[config.mk]
export PLATFORM = sky130hd
export DESIGN_NAME = cbt_breaker_cfg
export DESIGN_NICKNAME = d
export VERILOG_FILES = /design/src/core/cbt_pkg.sv /design/src/core/cbt_thresh_calc.sv /design/src/core/cbt_trip_detect.sv /design/src/core/cbt_breaker_cfg.sv
export VERILOG_INCLUDE_DIRS = /design/src /design/src/core
export SDC_FILE = /design/constraint.sdc
export NUM_CORES = 2
export LEC_CHECK = 0
export ABC_AREA = 1
export BUFFER_PORTS_ARGS = -buffer_cell sky130_fd_sc_hd__buf_2
export CORE_UTILIZATION = 50
export CTS_CLUSTER_DIAMETER = 150
export CTS_CLUSTER_SIZE = 14
export DETAILED_ROUTE_END_ITERATION = 12
export PLACE_DENSITY_LB_ADDON = 0.1
export RECOVER_POWER = 50
export REMOVE_ABC_BUFFERS = 1
export SETUP_SLACK_MARGIN = 0.1
export SLEW_MARGIN = 30
export SYNTH_ARGS = -nofsm -noshare
export SYNTH_HDL_FRONTEND = slang
export SYNTH_SLANG_ARGS = --single-unit
[constraint.sdc]
create_clock -name i_clk -period 46.4 [get_ports i_clk]
set_input_delay 2.32 -clock i_clk [delete_from_list [all_inputs] [get_ports i_clk]]
set_output_delay 2.32 -clock i_clk [all_outputs]
set_load 0.01 [all_outputs]
[src/core/cbt_defines.svh]
`ifndef CBT_DEFINES_SVH
`define CBT_DEFINES_SVH

// ************************************************************
// Register offsets
// ************************************************************
`define CBT_ADDR_DAC_BASE     8'h5A
`define CBT_ADDR_RATIO        8'h5E
`define CBT_ADDR_RANGE        8'h61
`define CBT_ADDR_STATUS       8'h62

// ************************************************************
// Reset values
// ************************************************************
`define CBT_RATIO_RST         8'hFF
`define CBT_DAC_RST           8'hBF
`define CBT_RANGE_RST         8'h00

// ************************************************************
// Field layout and limits
// ************************************************************
`define CBT_FIELD_W           2
`define CBT_RANGE_RESERVED    2'h3
`define CBT_DAC_ACCURATE_MIN  8'h66
`define CBT_STAT_FAULT_LSB    0
`define CBT_STAT_LOWDAC_LSB   4

// ************************************************************
// Ratio percentages
// ************************************************************
`define CBT_PCT_BASE          7'h64
`define CBT_PCT_125           8'h7D
`define CBT_PCT_150           8'h96
`define CBT_PCT_175           8'hAF
`define CBT_PCT_200           8'hC8

// ************************************************************
// Slow-trip timing
// ************************************************************
`define CBT_SLOW_LIMIT        16'h0400
`define CBT_SLOW_LEAK         16'h0004

`endif

[src/core/cbt_pkg.sv]
`default_nettype none

package cbt_pkg;

    // Full-scale range codes
    typedef enum logic [1:0] {
        CBT_FS_100MV = 2'h0,
        CBT_FS_50MV  = 2'h1,
        CBT_FS_25MV  = 2'h2,
        CBT_FS_NONE  = 2'h3
    } cbt_range_t;

    // Fast-to-slow ratio codes
    typedef enum logic [1:0] {
        CBT_RT_125 = 2'h0,
        CBT_RT_150 = 2'h1,
        CBT_RT_175 = 2'h2,
        CBT_RT_200 = 2'h3
    } cbt_ratio_t;

    // Per-channel breaker state
    typedef enum logic {
        CBT_ST_ARMED,
        CBT_ST_TRIPPED
    } cbt_trip_state_t;

endpackage

`default_nettype wire

[src/core/cbt_thresh_calc.sv]
`include "cbt_defines.svh"
`default_nettype none

module cbt_thresh_calc #(
    parameter int LVL_W = 10
) (
    // Settings
    input  wire logic [7:0]       i_dac,
    input  wire logic [1:0]       i_ratio,
    input  wire logic [1:0]       i_range,
    // Levels in units of 25 mV / 255
    output logic      [LVL_W-1:0] o_fast_level,
    output logic      [LVL_W-1:0] o_slow_level
);

    // ************************************************************
    // Helpers
    // ************************************************************
    function automatic logic [7:0] ratio_pct(input logic [1:0] code);
        case (cbt_pkg::cbt_ratio_t'(code))
            cbt_pkg::CBT_RT_125: ratio_pct = `CBT_PCT_125;
            cbt_pkg::CBT_RT_150: ratio_pct = `CBT_PCT_150;
            cbt_pkg::CBT_RT_175: ratio_pct = `CBT_PCT_175;
            default:             ratio_pct = `CBT_PCT_200;
        endcase
    endfunction

    function automatic logic [2:0] range_mult(input logic [1:0] code);
        case (cbt_pkg::cbt_range_t'(code))
            cbt_pkg::CBT_FS_25MV: range_mult = 3'h1;
            cbt_pkg::CBT_FS_50MV: range_mult = 3'h2;
            default:              range_mult = 3'h4;
        endcase
    endfunction

    logic [LVL_W+6:0] scaled;

    // Fast level is dac/255 of full scale; slow is fast over the ratio
    always_comb begin
        o_fast_level = LVL_W'(i_dac) * LVL_W'(range_mult(i_range));
        scaled       = (LVL_W+7)'(o_fast_level) * (LVL_W+7)'(`CBT_PCT_BASE);
        o_slow_level = LVL_W'(scaled / ratio_pct(i_ratio));
    end

endmodule

`default_nettype wire

[src/core/cbt_trip_detect.sv]
`include "cbt_defines.svh"
`default_nettype none

module cbt_trip_detect #(
    parameter int          LVL_W      = 10,
    parameter int          ACC_W      = 16,
    parameter logic [15:0] SLOW_LIMIT = `CBT_SLOW_LIMIT,
    parameter logic [15:0] SLOW_LEAK  = `CBT_SLOW_LEAK
) (
    // Clock and reset
    input  wire logic             i_clk,
    input  wire logic             i_rst_b,
    // Channel
    input  wire logic             i_chan_on,
    input  wire logic [LVL_W-1:0] i_sense_level,
    input  wire logic [LVL_W-1:0] i_fast_level,
    input  wire logic [LVL_W-1:0] i_slow_level,
    // Result
    output logic                  o_fault
);

    cbt_pkg::cbt_trip_state_t state_r, state_nxt;
    logic [ACC_W-1:0]         acc_r, acc_nxt;
    logic [ACC_W-1:0]         over;

    // ************************************************************
    // Breaker state
    // ************************************************************
    always_comb begin
        state_nxt = state_r;
        acc_nxt   = acc_r;
        over      = '0;
        case (state_r)
            cbt_pkg::CBT_ST_ARMED: begin
                if (i_sense_level > i_slow_level) begin
                    over = ACC_W'(i_sense_level - i_slow_level);
                end
                // Overdrive integrates; larger overdrive trips sooner
                if (over != '0) begin
                    acc_nxt = acc_r + over;
                end else if (acc_r > ACC_W'(SLOW_LEAK)) begin
                    acc_nxt = acc_r - ACC_W'(SLOW_LEAK);
                end else begin
                    acc_nxt = '0;
                end
                if (i_chan_on && (i_sense_level > i_fast_level)) begin
                    state_nxt = cbt_pkg::CBT_ST_TRIPPED;
                end else if (i_chan_on && (acc_nxt >= ACC_W'(SLOW_LIMIT))) begin
                    state_nxt = cbt_pkg::CBT_ST_TRIPPED;
                end
                if (!i_chan_on) begin
                    acc_nxt = '0;
                end
            end
            cbt_pkg::CBT_ST_TRIPPED: begin
                acc_nxt = '0;
                if (!i_chan_on) begin
                    state_nxt = cbt_pkg::CBT_ST_ARMED;
                end
            end
            default: begin
                state_nxt = cbt_pkg::CBT_ST_ARMED;
                acc_nxt   = '0;
            end
        endcase
    end

    always_ff @(posedge i_clk) begin
        if (!i_rst_b) begin
            state_r <= cbt_pkg::CBT_ST_ARMED;
            acc_r   <= '0;
        end else begin
            state_r <= state_nxt;
            acc_r   <= acc_nxt;
        end
    end

    assign o_fault = (state_r == cbt_pkg::CBT_ST_TRIPPED);

endmodule

`default_nettype wire

[src/core/cbt_breaker_cfg.sv]
// Chosen here: the strobed register port.
`include "cbt_defines.svh"
`default_nettype none

module cbt_breaker_cfg #(
    parameter int          NCH        = 4,
    parameter int          LVL_W      = 10,
    parameter logic [15:0] SLOW_LIMIT = `CBT_SLOW_LIMIT
) (
    // Clock and reset
    input  wire logic                 i_clk,
    input  wire logic                 i_rst_b,
    // Register port
    input  wire logic [7:0]           i_addr,
    input  wire logic [7:0]           i_wdata,
    input  wire logic                 i_wr,
    input  wire logic                 i_rd,
    output logic      [7:0]           o_rdata,
    // Range pins, per channel 10 low, 01 high, 00 open
    input  wire logic [2*NCH-1:0]     i_range_select_input,
    // Channel state and sensed current
    input  wire logic [NCH-1:0]       i_chan_on,
    input  wire logic [NCH*LVL_W-1:0] i_sense_level,
    // Thresholds
    output logic      [NCH*LVL_W-1:0] o_fast_threshold_level,
    output logic      [NCH*LVL_W-1:0] o_slow_threshold_level,
    // Fault pins and gate shutdown
    output logic      [NCH-1:0]       o_fault_out,
    output logic      [NCH-1:0]       o_fault_oe,
    output logic      [NCH-1:0]       o_gate_off
);

    // ************************************************************
    // Declarations
    // ************************************************************
    logic [7:0]           ratio_r, ratio_nxt;
    logic [7:0]           range_r, range_nxt;
    logic [7:0]           dac_r   [NCH];
    logic [7:0]           dac_nxt [NCH];
    logic                 loaded_r, loaded_nxt;
    logic [7:0]           rdata_r, rdata_nxt;
    logic [NCH*LVL_W-1:0] fast_r, fast_nxt;
    logic [NCH*LVL_W-1:0] slow_r, slow_nxt;
    logic [LVL_W-1:0]     fast_lvl [NCH];
    logic [LVL_W-1:0]     slow_lvl [NCH];
    logic [NCH-1:0]       fault;
    logic [NCH-1:0]       low_dac;

    function automatic logic is_dac_addr(input logic [7:0] a, input int ch);
        is_dac_addr = (a == 8'(`CBT_ADDR_DAC_BASE + ch));
    endfunction

    function automatic logic [1:0] field(input logic [7:0] v, input int ch);
        field = v[`CBT_FIELD_W*ch +: `CBT_FIELD_W];
    endfunction

    // ************************************************************
    // Register writes and range capture
    // ************************************************************
    always_comb begin
        ratio_nxt  = ratio_r;
        range_nxt  = range_r;
        loaded_nxt = 1'b1;
        for (int ch = 0; ch < NCH; ch++) begin
            dac_nxt[ch] = dac_r[ch];
        end
        if (!loaded_r) begin
            // First cycle after reset: take the strapped range codes
            for (int ch = 0; ch < NCH; ch++) begin
                range_nxt[`CBT_FIELD_W*ch +: `CBT_FIELD_W] =
                    (field(i_range_select_input, ch) == `CBT_RANGE_RESERVED) ?
                    2'h0 : field(i_range_select_input, ch);
            end
        end
        if (i_wr) begin
            if (i_addr == `CBT_ADDR_RATIO) begin
                ratio_nxt = i_wdata;
            end
            if (i_addr == `CBT_ADDR_RANGE) begin
                for (int ch = 0; ch < NCH; ch++) begin
                    if (field(i_wdata, ch) != `CBT_RANGE_RESERVED) begin
                        range_nxt[`CBT_FIELD_W*ch +: `CBT_FIELD_W] =
                            field(i_wdata, ch);
                    end
                end
            end
            for (int ch = 0; ch < NCH; ch++) begin
                if (is_dac_addr(i_addr, ch)) begin
                    dac_nxt[ch] = i_wdata;
                end
            end
        end
    end

    always_ff @(posedge i_clk) begin
        if (!i_rst_b) begin
            ratio_r  <= `CBT_RATIO_RST;
            range_r  <= `CBT_RANGE_RST;
            loaded_r <= 1'b0;
            for (int ch = 0; ch < NCH; ch++) begin
                dac_r[ch] <= `CBT_DAC_RST;
            end
        end else begin
            ratio_r  <= ratio_nxt;
            range_r  <= range_nxt;
            loaded_r <= loaded_nxt;
            for (int ch = 0; ch < NCH; ch++) begin
                dac_r[ch] <= dac_nxt[ch];
            end
        end
    end

    // ************************************************************
    // Thresholds and breakers per channel
    // ************************************************************
    for (genvar g = 0; g < NCH; g++) begin : g_ch
        cbt_thresh_calc #(
            .LVL_W        (LVL_W)
        ) u_calc (
            .i_dac        (dac_r[g]),
            .i_ratio      (field(ratio_r, g)),
            .i_range      (field(range_r, g)),
            .o_fast_level (fast_lvl[g]),
            .o_slow_level (slow_lvl[g])
        );

        cbt_trip_detect #(
            .LVL_W         (LVL_W),
            .SLOW_LIMIT    (SLOW_LIMIT)
        ) u_trip (
            .i_clk         (i_clk),
            .i_rst_b       (i_rst_b),
            .i_chan_on     (i_chan_on[g]),
            .i_sense_level (i_sense_level[LVL_W*g +: LVL_W]),
            .i_fast_level  (fast_lvl[g]),
            .i_slow_level  (slow_lvl[g]),
            .o_fault       (fault[g])
        );

        assign low_dac[g] = (dac_r[g] < `CBT_DAC_ACCURATE_MIN);
    end

    // ************************************************************
    // Read port and registered outputs
    // ************************************************************
    always_comb begin
        rdata_nxt = 8'h00;
        if (i_rd) begin
            if (i_addr == `CBT_ADDR_RATIO) begin
                rdata_nxt = ratio_r;
            end else if (i_addr == `CBT_ADDR_RANGE) begin
                rdata_nxt = range_r;
            end else if (i_addr == `CBT_ADDR_STATUS) begin
                rdata_nxt[`CBT_STAT_FAULT_LSB  +: NCH] = fault;
                rdata_nxt[`CBT_STAT_LOWDAC_LSB +: NCH] = low_dac;
            end
            for (int ch = 0; ch < NCH; ch++) begin
                if (is_dac_addr(i_addr, ch)) begin
                    rdata_nxt = dac_r[ch];
                end
            end
        end
        for (int ch = 0; ch < NCH; ch++) begin
            fast_nxt[LVL_W*ch +: LVL_W] = fast_lvl[ch];
            slow_nxt[LVL_W*ch +: LVL_W] = slow_lvl[ch];
        end
    end

    always_ff @(posedge i_clk) begin
        if (!i_rst_b) begin
            rdata_r <= 8'h00;
            fast_r  <= '0;
            slow_r  <= '0;
        end else begin
            rdata_r <= rdata_nxt;
            fast_r  <= fast_nxt;
            slow_r  <= slow_nxt;
        end
    end

    assign o_rdata                = rdata_r;
    assign o_fast_threshold_level = fast_r;
    assign o_slow_threshold_level = slow_r;
    // Open drain: pull low only while the channel is tripped
    assign o_fault_out            = '0;
    assign o_fault_oe             = fault;
    assign o_gate_off             = fault;
endmodule

`default_nettype wire

==> flow_metrics.py <==
metrics = {
    "route": {
        "drt-vias-per-instance": 5.27,
        "routed_wl_mm": 127,
        "drtIter0Drc": 2636,
        "dr.pass1.iters": 7,
        "route.detailed.drc": 0,
        "wl_per_cell_um": 14.7,
        "vias": 45500,
        "drtAntennaViolNets": 0,
    },
    "placement": {
        "placedInstanceArea_sq_mm": 0.0475,
        "dp_hpwl_mm": 103,
        "routabilityCongestion": 0.940,
        "io_buffers": 167,
    },
    "setup_path": {
        "crit_top_cell": "nand2_1",
        "critPathTopFamily": "compound AO/OA/AOI/OAI gates",
        "critPathMaxFanout": 22,
        "r2r_cells": 258,
        "start_kind": "flip-flop",
        "cp-end-kind": "flip-flop",
        "crit_path_max_incr_delay_ns": 0.56,
        "cp.arrival_ns": 42.35,
        "reg2reg_to": "g_ch[2].u_trip.o_fault$_SDFF_PN0_",
        "crit_buf_inv": 39,
        "critPathRequiredTime_ns": 46.87,
        "crit_slowest_cell": "xor2_1",
        "reg2reg_from": "range_r[4]$_SDFF_PN0_",
        "critPathKind": "flip-flop to flip-flop",
        "reg2reg_slack_ns": 4.52,
    },
    "logic_synthesis": {
        "synth_warnings": 0,
        "yosysSeqAreaShare_pct": 9.02,
        "synth.area.top_cells": "ha_1 (22%), nand2_1 (14%), inv_1 (9.9%)",
        "synth_ff_type": "dfxtp_1",
        "ys_types": 76,
        "syn-cell-area_sq_mm": 0.0455,
        "netlist_instances": 7272,
        "avgSynthCellArea_sq_um": 6.25,
        "ys_ff_latch": 205,
        "synth_edf_count": 0,
        "async_flop_share_pct": 0,
        "yosys.area.top_type_share_pct": 21.6,
        "synth_largest_area_cell": "ha_1",
    },
    "cts": {
        "cts_tree": "yes",
        "cts_root_buffer": "clkbuf_16",
        "htreeDepth": 1,
        "clk_pin_slew_worst_paths_ns": 0.08,
        "cts_buffers": 19,
        "clockBufferDepth": 3,
        "clk_latency_ns": 0.59,
        "clkSinkCount": 205,
        "holdBufCountCts": 0,
    },
    "die": {
        "dieHeight_um": 304,
        "initial_core_util_pct": 50.5,
        "core_area_sq_mm": 0.0900,
        "ioPinCount": 172,
        "die_x_um": 304,
        "core.rowCount": 110,
        "die-area_sq_mm": 0.0922,
    },
    "sta": {
        "setup_viol": 0,
        "finalCritPeriodShare_pct": 90.3,
        "fmax_mhz": 23.9,
        "worst_slew_pin_slew_ns": 3.67,
        "slew_headroom_pct": -144,
        "skew_ns": 0.0299,
        "slew_violations": 120,
        "timing.final.crit_period_ns": 41.88,
        "hold_viol": 0,
    },
    "finish": {
        "nFillCells": 9189,
        "layout-drive-gt1-share_pct": 7.65,
        "fin_util_pct": 54.0,
        "area_delta_synth_final_pct": 6.90,
        "design_area_sq_mm": 0.0486,
        "final_nets": 8359,
    },
    "global_routing": {
        "antenna_found_initial": 18,
        "grt-ovfl-total": 0,
        "grt_max_degree": 54,
        "gr-usage-all-layers_pct": 26.9,
        "grt_pass1_vias": 41200,
        "grt_pass1_wl_mm": 205,
    },
    "run": {
        "max_cap_violations": 3,
    },
    "run_status": {
        "violations": "max-capacitance violations, max-slew violations",
        "status": "complete, but fails checks",
    },
    "min_path": {
        "min_path_cells": 2,
        "min-delay-start": "g_ch[2].u_trip.acc_r[0]$_SDFF_PP0_",
        "min_path_type": "flip-flop to flip-flop",
        "hold-path-endpoint": "g_ch[2].u_trip.acc_r[0]$_SDFF_PP0_",
    },
}
## routing by layer
| layer | GRT usage, % | up-vias | part of all wire (%) |
|---|---|---|---|
| li1 | - | 24000 | - |
| met1 | 37.1 | 20400 | 48 |
| met2 | 44.6 | 889 | 44 |
| met3 | 3.38 | 166 | 5.5 |
| met4 | 5.96 | 24 | 1.9 |
| met5 | 0 | - | 0.12 |
## state kept, by name, summed over array words and instances (netlist names)
| signal | flops |
|---|---|
| o_rdata | 8 |
| g_ch.u_trip.acc_r | 64 |
| o_fast_threshold_level | 40 |
| g_ch.u_trip.o_fault | 4 |
| ratio_r | 8 |
| dac_r | 32 |
| o_slow_threshold_level | 40 |
| range_r | 8 |
| loaded_r | 1 |
## cell families after synthesis
family,after synthesis,share of synthesized area (%)
AOI/OAI and AO/OA,1163,14.7
xor gates and xnor gates,435,8.43
adders and majority gates,844,24.2
buffers and inverters,1349,11.5
DFF,205,9.02
muxes,1,0.0220
other,1,0.00825
and+or+nand+nor,3274,32.2
## through the flow
stage	hold WS, ns	std cells	TNS [ns]	setup slack [ns]
after detailed placement	0.481	8542	0	1.76
final	0.489	8625	0	4.52
after CTS	0.492	8568	0	1.58
after global routing	0.504	8624	-0.00533	-0.00533
after global placement	0.475	8542	0	1.39
after floorplan	0.458	7166	0	8.45
## worst min-delay path, delay by kind of cell, from the launching register on
kind               cells  cell delay (ns)
and+or+nand+nor        1             0.07
AOI/OAI and AO/OA      1             0.05
DFF                    1             0.33
## area by class of cell
type                            instances  area [sq um]  area share (%)
Clock inverter                          4          52.6           0.108
Inverter                             1240          4700            9.68
Multi-Input combinational cell       5721         36400            74.9
Sequential cell                       205          4100            8.44
Timing Repair Buffer                  256          1390            2.85
Clock buffer                           22           497            1.02
Antenna cell                            1          2.50         0.00515
Tap cell                             1176          1470            3.03
## what timing repair did
action,4_1_cts,5_1_grt
gates resized for setup,0,61
setup buffers,0,56
endpoints found under the setup margin,0,61
hold endpoints to repair,0,0
## worst max-delay path by stage
| stage | start | to | slack, ns | depth (start not counted) |
|---|---|---|---|---|
| after floorplan | range_r[0]$_SDFF_PN0_ | g_ch[0].u_trip.o_fault$_SDFF_PN0_ | 8.45 | 266 |
| after global placement | range_r[0]$_SDFF_PN0_ | g_ch[0].u_trip.o_fault$_SDFF_PN0_ | 1.39 | 274 |
| after detailed placement | range_r[0]$_SDFF_PN0_ | g_ch[0].u_trip.o_fault$_SDFF_PN0_ | 1.76 | 273 |
| after global routing | range_r[0]$_SDFF_PN0_ | g_ch[0].u_trip.o_fault$_SDFF_PN0_ | -0.005 | 285 |
| after CTS | range_r[0]$_SDFF_PN0_ | g_ch[0].u_trip.o_fault$_SDFF_PN0_ | 1.58 | 273 |
| final | range_r[4]$_SDFF_PN0_ | g_ch[2].u_trip.o_fault$_SDFF_PN0_ | 4.52 | 258 |
## Yosys cell counts (9+ instances only)
master       n
a21o_1      82
nand3_1    418
inv_1     1203
clkinv_1    11
xor2_1     277
clkbuf_1    68
ha_1       784
o21a_1       9
o21bai_1    61
dfxtp_1    205
nor2_4      18
xnor2_1    155
buf_4       14
a211oi_1    15
o21ai_1     36
fa_1        60
buf_2       10
nor3b_1     13
o31ai_1     32
o21ai_0    422
o22ai_1     14
nand3b_1    29
nor3_1      80
inv_2       24
nor2_2      42
nand3_2     42
nand2_1   1682
nand4_1    105
o211ai_1    33
nor4_1      28
a31oi_1     19
nand2_4     11
or2_2       80
nand2_2     84
a21oi_1    379
nor2_1     613
## placed cells by master, fill, tap and decap left out, drive strengths merged, types with 20 or more instances in the layout
master and n:
a21o 85, a21oi 382, a31oi 20, buf 157
clkbuf 121, dfxtp 205, fa 60, ha 784
inv 1218, nand2 1778, nand3 467, nand3b 29
nand4 110, nor2 673, nor3 84, nor4 28
o211ai 33, o21ai 468, o21bai 61, o31ai 32
or2 80, xnor2 157, xor2 278
Power is not shown: default switching activity piles up to over one toggle a cycle in this logic, so the estimate is an artifact.
